`src/common/cbu_pkg.sv`:
```
// Shared types, constants and helpers of the conditional branch unit.
// Assumes a single core clock and a synchronous active-high core reset.
//
// What this block does
// - Carry-clear branch jumps to PC+k+1 when carry is 0; flags untouched.
// - Same-or-higher branch is taken exactly when carry is 0.
// - Unsigned-lower branch is taken exactly when carry is 1.
// - Minus branch is taken exactly when negative is 1.
// - Plus branch is taken exactly when negative is 0.
// - Signed greater-or-equal branch is taken when negative XOR overflow is 0.
// - Signed less-than branch is taken when negative XOR overflow is 1.

package cbu_pkg;

	// ------------------------------------------------------------
	// Widths and constants
	// ------------------------------------------------------------
	localparam int CBU_PC_W = 16;
	localparam int CBU_OFS_W = 7;
	localparam logic [CBU_PC_W-1:0] CBU_TARGET_STEP = 16'h0001;
	localparam logic [CBU_PC_W-1:0] CBU_PC_RESET = 16'h0000;
	localparam int CBU_CYCLES_NOT_TAKEN = 1;
	localparam int CBU_CYCLES_TAKEN = 2;

	// ------------------------------------------------------------
	// Branch operations
	// ------------------------------------------------------------
	typedef enum logic [2:0] {
		CBU_OP_CARRY_CLEAR = 3'h0,
		CBU_OP_SAME_OR_HIGHER = 3'h1,
		CBU_OP_UNSIGNED_LOWER = 3'h2,
		CBU_OP_NEGATIVE = 3'h3,
		CBU_OP_POSITIVE = 3'h4,
		CBU_OP_SIGNED_GE = 3'h5,
		CBU_OP_SIGNED_LT = 3'h6
	} cbu_op_t;

	// Status flags seen by the branch test
	typedef struct packed {
		logic carry;
		logic negative;
		logic overflow;
	} cbu_flags_t;

	// One branch request from decode
	typedef struct packed {
		cbu_op_t op;
		logic [CBU_OFS_W-1:0] offset;
		logic [CBU_PC_W-1:0] pc;
	} cbu_req_t;

	// Target address: PC plus sign-extended offset plus one
	function automatic logic [CBU_PC_W-1:0] cbuTarget(
		input logic [CBU_PC_W-1:0] pc,
		input logic [CBU_OFS_W-1:0] offset
	);
		logic [CBU_PC_W-1:0] ext;
		ext = {{(CBU_PC_W-CBU_OFS_W){offset[CBU_OFS_W-1]}}, offset};
		return pc + ext + CBU_TARGET_STEP;
	endfunction : cbuTarget

endpackage : cbu_pkg

```
`src/logic/cbu_branch_unit.sv`:
```
// Conditional branch unit: tests status flags and redirects the PC.
// Assumes decode holds a request until ready, and flags come from the
// status register on the same core clock.
`timescale 1ns/1ps
`default_nettype none

module cbu_branch_unit
	import cbu_pkg::*;
#(
	parameter int PcWidth = CBU_PC_W
)
(
	// Clock and reset
	input wire logic clock,
	input wire logic rst,
	// Request from decode
	input wire logic reqValid,
	input wire cbu_req_t req,
	output logic reqReady,
	// Status flags, read only
	input wire cbu_flags_t flags,
	// Program counter side
	output logic pcLoad,
	output logic [PcWidth-1:0] pcTarget,
	// Completion
	output logic done,
	output logic taken,
	output logic flagWrite
);

	// ------------------------------------------------------------
	// State machine
	// ------------------------------------------------------------
	typedef enum logic [1:0] {
		CBU_ST_IDLE = 2'h0,
		CBU_ST_REDIRECT = 2'h1
	} cbu_state_t;

	cbu_state_t state_q;
	cbu_state_t state_d;
	logic ready_q;
	logic ready_d;
	logic pcLoad_q;
	logic pcLoad_d;
	logic done_q;
	logic done_d;
	logic taken_q;
	logic taken_d;
	logic flagWrite_q;

	// ------------------------------------------------------------
	// Condition test
	// ------------------------------------------------------------
	function automatic logic condHolds(
		input cbu_op_t op,
		input cbu_flags_t f
	);
		logic signedLess;
		signedLess = f.negative ^ f.overflow;
		unique case (op)
			CBU_OP_CARRY_CLEAR: return ~f.carry;
			CBU_OP_SAME_OR_HIGHER: return ~f.carry;
			CBU_OP_UNSIGNED_LOWER: return f.carry;
			CBU_OP_NEGATIVE: return f.negative;
			CBU_OP_POSITIVE: return ~f.negative;
			CBU_OP_SIGNED_GE: return ~signedLess;
			CBU_OP_SIGNED_LT: return signedLess;
			default: return 1'b0;
		endcase
	endfunction : condHolds

	// Accept and decision wires
	wire logic accept;
	wire logic condTrue;
	wire logic jump;
	assign accept = reqValid & ready_q;
	assign condTrue = condHolds(req.op, flags);
	assign jump = accept & condTrue;

	// ------------------------------------------------------------
	// Target address
	// ------------------------------------------------------------
	// Target is captured on the same edge as the load pulse
	cbu_target_adder #(
		.PcWidth(PcWidth)
	) u_adder (
		.clock(clock),
		.rst(rst),
		.load(jump),
		.pc(req.pc),
		.offset(req.offset),
		.target(pcTarget)
	);

	// ------------------------------------------------------------
	// Next state and outputs
	// ------------------------------------------------------------
	// Not taken: done next edge; taken: load, then done one edge later
	always_comb
	begin
		state_d = state_q;
		ready_d = ready_q;
		pcLoad_d = 1'b0;
		done_d = 1'b0;
		taken_d = 1'b0;
		unique case (state_q)
			CBU_ST_IDLE:
			begin
				if (jump)
				begin
					state_d = CBU_ST_REDIRECT;
					ready_d = 1'b0;
					pcLoad_d = 1'b1;
				end
				else if (accept)
				begin
					done_d = 1'b1;
				end
			end
			CBU_ST_REDIRECT:
			begin
				state_d = CBU_ST_IDLE;
				ready_d = 1'b1;
				done_d = 1'b1;
				taken_d = 1'b1;
			end
			default:
			begin
				state_d = CBU_ST_IDLE;
				ready_d = 1'b1;
			end
		endcase
	end

	// State and output registers
	always_ff @(posedge clock)
	begin
		if (rst)
		begin
			state_q <= CBU_ST_IDLE;
			ready_q <= 1'b1;
			pcLoad_q <= 1'b0;
			done_q <= 1'b0;
			taken_q <= 1'b0;
		end
		else
		begin
			state_q <= state_d;
			ready_q <= ready_d;
			pcLoad_q <= pcLoad_d;
			done_q <= done_d;
			taken_q <= taken_d;
		end
	end

	// Branches never write the status register
	always_ff @(posedge clock)
	begin
		flagWrite_q <= 1'b0;
	end

	assign reqReady = ready_q;
	assign pcLoad = pcLoad_q;
	assign done = done_q;
	assign taken = taken_q;
	assign flagWrite = flagWrite_q;
endmodule : cbu_branch_unit

`default_nettype wire

```
`src/logic/cbu_target_adder.sv`:
```
// Registered branch target adder of the conditional branch unit.
// Assumes the caller pulses load only for a taken branch.
`timescale 1ns/1ps
`default_nettype none

module cbu_target_adder
	import cbu_pkg::*;
#(
	parameter int PcWidth = CBU_PC_W
)
(
	// Clock and reset
	input wire logic clock,
	input wire logic rst,
	// Operands
	input wire logic load,
	input wire logic [PcWidth-1:0] pc,
	input wire logic [CBU_OFS_W-1:0] offset,
	// Result
	output logic [PcWidth-1:0] target
);

	logic [PcWidth-1:0] target_q;
	logic [PcWidth-1:0] target_d;

	// Next target, held when no load
	assign target_d = load ? cbuTarget(pc, offset) : target_q;

	// Target register
	always_ff @(posedge clock)
	begin
		if (rst)
			target_q <= CBU_PC_RESET;
		else
			target_q <= target_d;
	end

	assign target = target_q;

endmodule : cbu_target_adder

`default_nettype wire

```
`config.mk`:
```
export PLATFORM = sky130hd
export DESIGN_NAME = cbu_branch_unit
export DESIGN_NICKNAME = d
export VERILOG_FILES = /design/src/common/cbu_pkg.sv /design/src/logic/cbu_branch_unit.sv /design/src/logic/cbu_target_adder.sv
export SDC_FILE = /design/constraint.sdc
export NUM_CORES = 1
export LEC_CHECK = 0
export ABC_AREA = 1
export BUFFER_PORTS_ARGS = -buffer_cell sky130_fd_sc_hd__buf_2
export CAP_MARGIN = 20
export CORE_MARGIN = 2
export CORE_UTILIZATION = 35
export CTS_BUF_LIST = sky130_fd_sc_hd__clkbuf_8 sky130_fd_sc_hd__clkbuf_16
export DETAILED_ROUTE_END_ITERATION = 7
export GPL_ROUTABILITY_DRIVEN = 0
export PLACE_DENSITY = 0.63
export RECOVER_POWER = 25
export SLEW_MARGIN = 0
export SYNTH_ARGS = -nofsm -noshare
export SYNTH_HDL_FRONTEND = slang
export SYNTH_SLANG_ARGS = --single-unit
```
`constraint.sdc`:
```
create_clock -name clock -period 2.2 [get_ports clock]
set_input_delay 0.44 -clock clock [delete_from_list [all_inputs] [get_ports clock]]
set_output_delay 0.44 -clock clock [all_outputs]
set_load 0.005 [all_outputs]
```
==> impl_metrics.yaml, run 1 <==
outcome:
  status: "complete, no violations"
cells_and_area:
  stdcell_area_um2: 2160
  fin_nets: 404
  layout_commonest_cell: "nand2_1"
  nFillCells: 578
  multi_input_area_um2: 1130
  mostFrequentLayoutCells: "nand2_1, inv_1, buf_2"
  antenna_cells: 0
  synthToLayoutAreaGrowth_pct: 18.3
  drive_gt1_share_pct: 18.6
  seq_area_um2: 420
cts:
  post_cts.repair.setup_buffers: 0
  hold_buffers: 0
  htreeDepth: 1
  numCtsBuffers: 3
  cts-root-buf: "clkbuf_8"
  clk_pin_slew_worst_paths_ns: 0.07
  clock_latency_ns: 0.25
  cts_tree: "built"
  cts_resized: 0
  cts.sinks: 21
  clockBufferDepth: 2
sta:
  finalHoldViolCount: 0
  timing.fmax_mhz: 578
  fin_skew_ns: 0.00204
  tns_ns: 0
  fin_ws_ns: 0.471
  finalCritPeriodShare_pct: 78.6
  rsz0062_at_grt: "no"
  finalSetupViolCount: 0
  fin_crit_ns: 1.73
  slew_viol_final: 0
power:
  p_sw_share_pct: 35.1
  power_density_nw_per_um2: 501
  internal-power_mw: 0.703
  p_comb_share_pct: 38.8
  p_leak_nw: 1.31
  switchingPower_mw: 0.381
  clockPowerShare_pct: 21.6
  irDropWorstVdd_mv: 0.188
  seq_power_share_pct: 39.7
global_routing:
  antenna_found_initial: 0
  grt_pass1_wl_um: 7390
  grt_pass1_vias: 1714
  grt_max_degree: 20
  gr-total-overflow: 0
  grt_usage_pct: 14.8
synth:
  ys_ff_latch: 21
  synth.avg_cell_area_um2: 5.99
  synth_cells: 305
  yosysSeqAreaShare_pct: 23.0
  synth_warnings: 0
  synth.distinct_cells: 28
  syn-num-nets: 353
  synth_area_um2: 1830
setup_path:
  cpMostUsedCell: "nand2_1"
  critPathMaxFanout: 3
  startpoint: "req[0]"
  crit_chain: "buf_2 -> inv_1 -> ha_1 -> inv_1 -> fa_1 -> nand2_1 -> nand2_1 -> nand3b_1 -> nand2_1 -> nand2_1 -> nand2_1 -> nand2_1 -> nand2_1 -> nor2_1 -> nor2_1"
  slowest_stage: "fa_1"
  required_ns: 2.35
  cp-end-kind: "flip-flop"
  reg2reg_depth: 7
  cp-start-kind: "input pin"
  reg2reg_slack_ns: 1.05
  reg2reg_from: "reqReady"
  critPathCapture: "u_adder.target[10]"
  path_class: "input pin to flip-flop"
  cp.arrival_ns: 1.88
  r2r_end: "u_adder.target[13]"
  max_stage_delay_ns: 0.39
route:
  wl_per_cell_um: 9.62
  m1WireLength_um: 2070
  drc: 0
  drt_iter0_markers: 83
  top_layer: "met4"
  ant_nets: 0
  wl_um: 4090
  wl_met3_um: 148
  num_vias: 1839
  wl_met2_um: 1850
  drtPass1Iterations: 4
  via_per_inst: 4.33
floorplanning:
  initial_core_util_pct: 36.0
  dieArea_um2: 5820
  boundaryPins: 53
  core.rowCount: 26
  core_um2: 5070
  die_w_um: 76.3
  die_y_um: 76.3
place:
  dp_hpwl_um: 3390
  pre_cts_ws_ns: 0.206
  placed_area_um2: 2120
  numPortBuffers: 51
job:
  drv_cap: 0
min_path:
  worstHoldPathType: "flip-flop to flip-flop"
## sequential cells by signal, summed over array words and instances, names as in the netlist
register        flops
pcLoad              1
taken               1
u_adder.target     16
state_q             1
reqReady            1
done                1
## worst max-delay path: cells and delay by family
kind,cells,cell delay (ns)
simple gates,10,0.69
fa+ha+maj,2,0.53
buf+inv,3,0.21
## cell families (layout without fill, tap and decap cells)
family,Yosys count,count (layout),share of synthesized area [%]
other cells,1,1,0.205
fa+ha+maj,16,16,11.4
buf+inv,65,115,15.3
flops,21,21,23.0
xor+xnor,8,8,3.83
simple gates,168,168,38.6
compound gates,26,26,7.73
## routing by layer
metal	global-route usage [%]	up-vias
li1	-	1025
met1	19.8	768
met2	25.5	44
met3	1.42	2
met4	3.82	0
met5	0	-
## how the worst min path moves through the flow
stage | start | end | slack [ns] | cells after the start
after CTS | rst | u_adder.target[5] | 0.44 | 2
after global routing | rst | u_adder.target[5] | 0.46 | 2
after floorplan | state_q[0] | pcLoad | 0.42 | 1
final | state_q[0] | state_q[0] | 0.45 | 1
after detailed placement | state_q[0] | state_q[0] | 0.44 | 1
after global placement | state_q[0] | state_q[0] | 0.44 | 1
## through the flow
stage          cells  utilization [%]  hold WS (ns)  power (mW)
2_1_floorplan    305                -         0.423       0.741
3_3_place_gp     421             41.8         0.438       0.855
3_5_place_dp     421             41.8         0.440       0.860
4_1_cts          425             42.7         0.441        1.10
5_1_grt          425             42.6         0.458        1.18
6_report         425             42.6         0.447        1.08
## cell type report
class / count / area share [%]
multi-input cells: 219 / 52.2
flip-flops and latches: 21 / 19.4
repair buffers: 51 / 11.6
inverters: 60 / 10.6
well taps: 70 / 4.05
clock buffers: 3 / 1.91
clock inverters: 1 / 0.174
## cell usage after synthesis
cell	number	area (um^2)
and3_1	1	6.26
nor2_1	35	131
buf_12	1	20.0
inv_1	57	214
nand3b_1	1	7.51
conb_1	1	3.75
or2_2	1	6.26
inv_6	1	8.76
fa_1	1	20.0
dfxtp_1	21	420
nand2_2	4	25.0
xnor2_1	3	26.3
ha_1	15	188
buf_4	1	7.51
xor2_1	5	43.8
nand3_1	13	65.1
clkbuf_1	2	7.51
a21oi_1	14	70.1
inv_2	2	7.51
nand3_2	2	20.0
nand4_1	3	18.8
o21ai_0	8	40.0
nand2_1	102	383
o21ai_1	1	5.00
nand2_4	2	22.5
clkbuf_8	1	13.8
a21oi_2	3	26.3
nor3_1	4	20.0
## power by group through the flow
stage / Sequential [mW] / Combinational (mW) / Clock (mW)
floorplan: 0.441 / 0.300 / 0
global placement: 0.438 / 0.417 / 0
detailed placement: 0.439 / 0.421 / 0
CTS: 0.430 / 0.423 / 0.245
global route: 0.434 / 0.487 / 0.259
finish: 0.430 / 0.420 / 0.234
Note: power is estimated with default switching activity, not from simulation.
==> inputs of run 2 (changes only) <==
PLACE_DENSITY = 0.65   (was 0.63)
clock period = 1.4 ns   (was 2.2 ns; I/O delays follow)
==> run 2 against run 1 <==
The run now ends with negative setup slack left. Critical path depth unchanged. Final area increased by 23%. Via count increased by 7.4%. Worst setup slack got worse by 0.51 ns. Sequential share of layout area decreased by 3.6 points. Total power increased by 80%. Combinational power increased by 110%. Critical path type unchanged. Global-route usage increased by 0.62 points. Sequential cell count unchanged. Sequential power increased by 57%. Register-to-register slack got worse by 0.74 ns.
==> impl_metrics.yaml, run 2 (synthesized netlist as in run 1, its figures left out) <==
place:
  numPortBuffers: 51
  placed_area_um2: 2350
  dp_hpwl_um: 3520
global_routing:
  grt_usage_pct: 15.4
  gr-total-overflow: 0
  grt_max_degree: 18
  antenna_found_initial: 0
  grt_pass1_wl_um: 7550
  grt_pass1_vias: 1813
power:
  internal-power_mw: 1.26
  p_comb_share_pct: 45.6
  irDropWorstVdd_mv: 0.388
  p_leak_nw: 1.46
  power_density_nw_per_um2: 734
  clockPowerShare_pct: 19.8
  switchingPower_mw: 0.688
  finalPower_mw: 1.95
  seq_power_share_pct: 34.6
  p_sw_share_pct: 35.3
floorplanning:
  dieArea_um2: 5820
  initial_core_util_pct: 36.0
  boundaryPins: 53
  core_um2: 5070
  die_w_um: 76.3
  die_y_um: 76.3
  core.rowCount: 26
setup_path:
  startpoint: "req[0]"
  critPathMaxFanout: 3
  cp-end-kind: "flip-flop"
  max_stage_delay_ns: 0.34
  crit_cells: 15
  path_buf_inv: 3
  slowest_stage: "fa_2"
  required_ns: 1.56
  cp.arrival_ns: 1.59
  r2r_end: "u_adder.target[3]"
  crit_family: "simple AND/OR/NAND/NOR gates"
  reg2reg_depth: 6
  path_class: "input pin to flip-flop"
  reg2reg_from: "reqReady"
  reg2reg_slack_ns: 0.31
  cp-start-kind: "input pin"
  cpMostUsedCell: "nand2_2"
  critPathCapture: "u_adder.target[10]"
  crit_chain: "buf_8 -> inv_12 -> ha_4 -> inv_4 -> fa_2 -> nand2_2 -> nand2_1 -> nand3b_1 -> nand2_2 -> nand2_2 -> nand2_2 -> nand2_2 -> nand2_1 -> nor2_1 -> nor2_1"
cts:
  clock_latency_ns: 0.26
  hold_buffers: 0
  numCtsBuffers: 3
  cts-root-buf: "clkbuf_8"
  cts_tree: "built"
  clockBufferDepth: 2
  htreeDepth: 1
  clk_pin_slew_worst_paths_ns: 0.07
  cts.sinks: 21
cells_and_area:
  fin_nets: 428
  stdcell_area_um2: 2660
  antenna_cells: 0
  synthToLayoutAreaGrowth_pct: 45.4
  layout_commonest_cell: "nand2_1"
  final_util_pct: 52.4
  nFillCells: 531
  largest_reg_flops: 16
  drive_gt1_share_pct: 35.4
  mostFrequentLayoutCells: "nand2_1, inv_1, buf_2"
route:
  num_vias: 1976
  drt_iter0_markers: 69
  ant_nets: 0
  via_per_inst: 4.40
  wl_um: 4570
  wl_per_cell_um: 10.2
  drc: 0
  drtPass1Iterations: 4
sta:
  finalCritPeriodShare_pct: 102
  slew_viol_final: 0
  holdWs_ns: 0.286
  fin_skew_ns: 0.00332
  rsz0062_at_grt: "yes"
  finalSetupViolCount: 2
  fin_crit_ns: 1.43
  timing.fmax_mhz: 697
  fin_ws_ns: -0.0342
  tns_ns: -0.0542
  finalHoldViolCount: 0
job:
  drv_cap: 0
outcome:
  violations: "negative setup slack"
  status: "complete, but fails checks"
min_path:
  worstHoldPathType: "input pin to flip-flop"
==> run 2: cell count changes in the layout (fill, tap and decap cells not counted), moves of 3 or more <==
cell	change
inv_1	-3
ha_4	+14
a21oi_1	-4
a21oi_2	+4
nand2_2	+14
nand2_1	-14
ha_1	-14
buf_4	+23
==> run 2: worst reg2reg max path, delay by kind of cell, from the launching register on <==
family                 cells  cell delay [ns]
buffers and inverters      2             0.25
DFF                        1             0.35
AOI/OAI and AO/OA          1             0.15
and+or+nand+nor            3             0.22
==> run 2: area by class of cell <==
type,count,area (um^2),area share [%]
clock buffer,3,41.3,1.55
sequential,21,420,15.8
multi-input combinational,219,1380,52.0
clock inverter,1,3.75,0.141
tap,70,87.6,3.30
inverter,60,250,9.42
timing repair buffer,75,473,17.8
==> run 2: power groups by stage <==
stage / sequential, mW / clock [mW] / combinational, mW
after floorplan: 0.693 / 0 / 0.482
after global placement: 0.688 / 0 / 0.758
after detailed placement: 0.689 / 0 / 0.765
after CTS: 0.675 / 0.403 / 0.800
after global routing: 0.682 / 0.426 / 0.996
final: 0.675 / 0.386 / 0.889
==> run 2: repair_timing <==
action / CTS / global route
pin swaps: 6 / 9
setup endpoints to repair: 8 / 11
cloned: 0 / 0
hold endpoints to repair: 0 / 0
gates resized for setup: 14 / 34
buffers inserted: 1 / 0
==> run 2: worst min path at each step <==
stage,start,slack [ns],cells past startpoint,to
5_1_grt,rst,0.29,2,u_adder.target[5]
2_1_floorplan,state_q[0],0.42,1,pcLoad
3_5_place_dp,state_q[0],0.44,1,pcLoad
3_3_place_gp,state_q[0],0.43,1,state_q[0]
6_report,rst,0.29,2,u_adder.target[5]
4_1_cts,rst,0.28,2,u_adder.target[5]
==> run 2: metal layers <==
metal / wire length, um / vias to the layer above / global-route usage (%)
li1: - / 1071 / -
met1: 2220 / 851 / 20.4
met2: 2110 / 46 / 25.2
met3: 140 / 8 / 1.42
met4: 91 / 0 / 7.45
met5: 0 / - / 0
==> run 2: through the flow <==
| step | setup WS, ns | cells |
|---|---|---|
| 2_1_floorplan | -0.102 | 305 |
| 3_3_place_gp | -0.333 | 444 |
| 3_5_place_dp | -0.352 | 444 |
| 4_1_cts | -0.0356 | 449 |
| 5_1_grt | -0.126 | 449 |
| 6_report | -0.0342 | 449 |
==> inputs of run 3 (changes only) <==
CORE_UTILIZATION = 47   (was 35)
PLACE_DENSITY = 0.81   (was 0.65)
==> run 3 against run 2 <==
The run still ends with negative setup slack left. Total power fell by 0.43%. Combinational power fell by 3.3%. Hold slack improved by 0.015 ns. Worst setup slack got worse by 0.0011 ns. Sequential cell count did not move. Die area fell by 24%. Register-to-register slack barely moved. Sequential power barely moved. Critical path depth did not move. Largest cell class unchanged.
==> impl_metrics.yaml, run 3 (synthesized netlist as in run 1, its figures left out) <==
setup_path:
  cp.arrival_ns: 1.59
  max_stage_delay_ns: 0.34
  required_ns: 1.56
  crit_chain: "buf_8 -> inv_12 -> ha_4 -> inv_4 -> fa_2 -> nand2_2 -> nand2_1 -> nand3b_1 -> nand2_2 -> nand2_2 -> nand2_1 -> nand2_1 -> nand2_1 -> nor2_1 -> nor2_1"
  cp-end-kind: "flip-flop"
  slowest_stage: "fa_2"
  cp-start-kind: "input pin"
  path_class: "input pin to flip-flop"
  critPathMaxFanout: 3
  cpMostUsedCell: "nand2_1"
sta:
  finalSetupViolCount: 3
  rsz0062_at_grt: "yes"
  tns_ns: -0.0485
  fin_ws_ns: -0.0353
  slew_viol_final: 0
  fin_crit_ns: 1.44
  finalCritPeriodShare_pct: 103
  fin_skew_ns: 0.00622
  timing.fmax_mhz: 697
  finalHoldViolCount: 0
global_routing:
  grt_max_degree: 18
  grt_pass1_wl_um: 7280
  grt_usage_pct: 20.8
  grt_pass1_vias: 1801
  antenna_found_initial: 0
  gr-total-overflow: 0
power:
  power_density_nw_per_um2: 761
  p_leak_nw: 1.43
  irDropWorstVdd_mv: 0.354
floorplanning:
  core.rowCount: 22
  boundaryPins: 53
  initial_core_util_pct: 49.6
  die_y_um: 66.4
  core_um2: 3690
  dieArea_um2: 4400
  die_w_um: 66.4
cells_and_area:
  layout_commonest_cell: "nand2_1"
  final_cells: 422
  fin_nets: 423
  mostFrequentLayoutCells: "nand2_1, inv_1, buf_2"
  nFillCells: 334
  largest_reg_flops: 16
  antenna_cells: 0
  drive_gt1_share_pct: 31.6
  multi_input_area_um2: 1330
  synthToLayoutAreaGrowth_pct: 39.6
  seq_area_um2: 420
cts:
  cts_tree: "built"
  hold_buffers: 0
  clock_latency_ns: 0.26
  cts-root-buf: "clkbuf_8"
  clockBufferDepth: 2
  numCtsBuffers: 3
  clk_pin_slew_worst_paths_ns: 0.08
  cts.sinks: 21
  htreeDepth: 1
route:
  via_per_inst: 4.73
  num_vias: 1998
  wl_per_cell_um: 10.8
  drt_iter0_markers: 83
  drc: 0
  wl_met2_um: 2280
  drtPass1Iterations: 4
  ant_nets: 0
  top_layer: "met4"
  wl_um: 4550
  m1WireLength_um: 2040
  wl_met3_um: 166
place:
  place_inst: 417
  numPortBuffers: 51
  dp_hpwl_um: 3520
outcome:
  status: "complete, but fails checks"
  violations: "negative setup slack"
min_path:
  worstHoldPathType: "input pin to flip-flop"
job:
  drv_cap: 0
==> run 3: changes by cell type in the layout (fill, tap and decap cells not counted), sizes merged <==
| cell | change |
|---|---|
| clkinv | -1 |
| clkinvlp | +1 |
| buf | -5 |
==> run 3: layout make-up <==
cell class,count,share of cell area [%]
Multi-Input combinational cell,219,52.1
Tap cell,48,2.35
Clock buffer,3,1.62
Sequential cell,21,16.5
Timing Repair Buffer,70,17.4
Clock inverter,1,0.294
Inverter,60,9.80
==> run 3: report_power, final <==
part / leakage [nW] / total [mW] / switching [mW] / internal, mW
sequential: 0.172 / 0.674 / 0.0243 / 0.650
clock: 0.0217 / 0.407 / 0.206 / 0.201
combinational: 1.24 / 0.860 / 0.463 / 0.397
==> run 3: metrics by stage <==
stage | total power, mW | cell area [um^2] | util, % | setup WS, ns | hold slack, ns
2_1_floorplan | 1.17 | 1870 | - | -0.102 | 0.423
6_report | 1.94 | 2550 | 69.2 | -0.0353 | 0.301
4_1_cts | 1.87 | 2410 | 65.3 | -0.0460 | 0.297
3_3_place_gp | 1.42 | 2300 | 62.3 | -0.338 | 0.432
5_1_grt | 2.08 | 2550 | 69.2 | -0.153 | 0.318
3_5_place_dp | 1.44 | 2300 | 62.3 | -0.392 | 0.444
==> run 3: critical path, delay by kind of cell <==
family | cells | cell delay (ns)
buf+inv | 3 | 0.18
fa+ha+maj | 2 | 0.47
simple gates | 10 | 0.65
==> run 3: layer usage <==
metal	track usage, %	vias to the layer above
li1	-	1058
met1	25.0	874
met2	37.6	56
met3	1.36	10
met4	8.93	0
met5	0	-
==> run 3: final timing paths <==
kind	startpoint	endpoint	slack [ns]	cells after the start
worst max-delay path	req[0]	u_adder.target[10]	-0.04	15
worst min-delay path	rst	u_adder.target[5]	0.30	2
worst max register to register	reqReady	pcLoad	0.30	6
worst min register to register	state_q[0]	state_q[0]	0.46	1
==> run 3: repair_timing <==
item                                    in CTS  in global routing
pin swaps                                    3                  5
endpoints found under the setup margin       9                 11
gates resized for setup                     14                 19
setup buffers                                0                  1
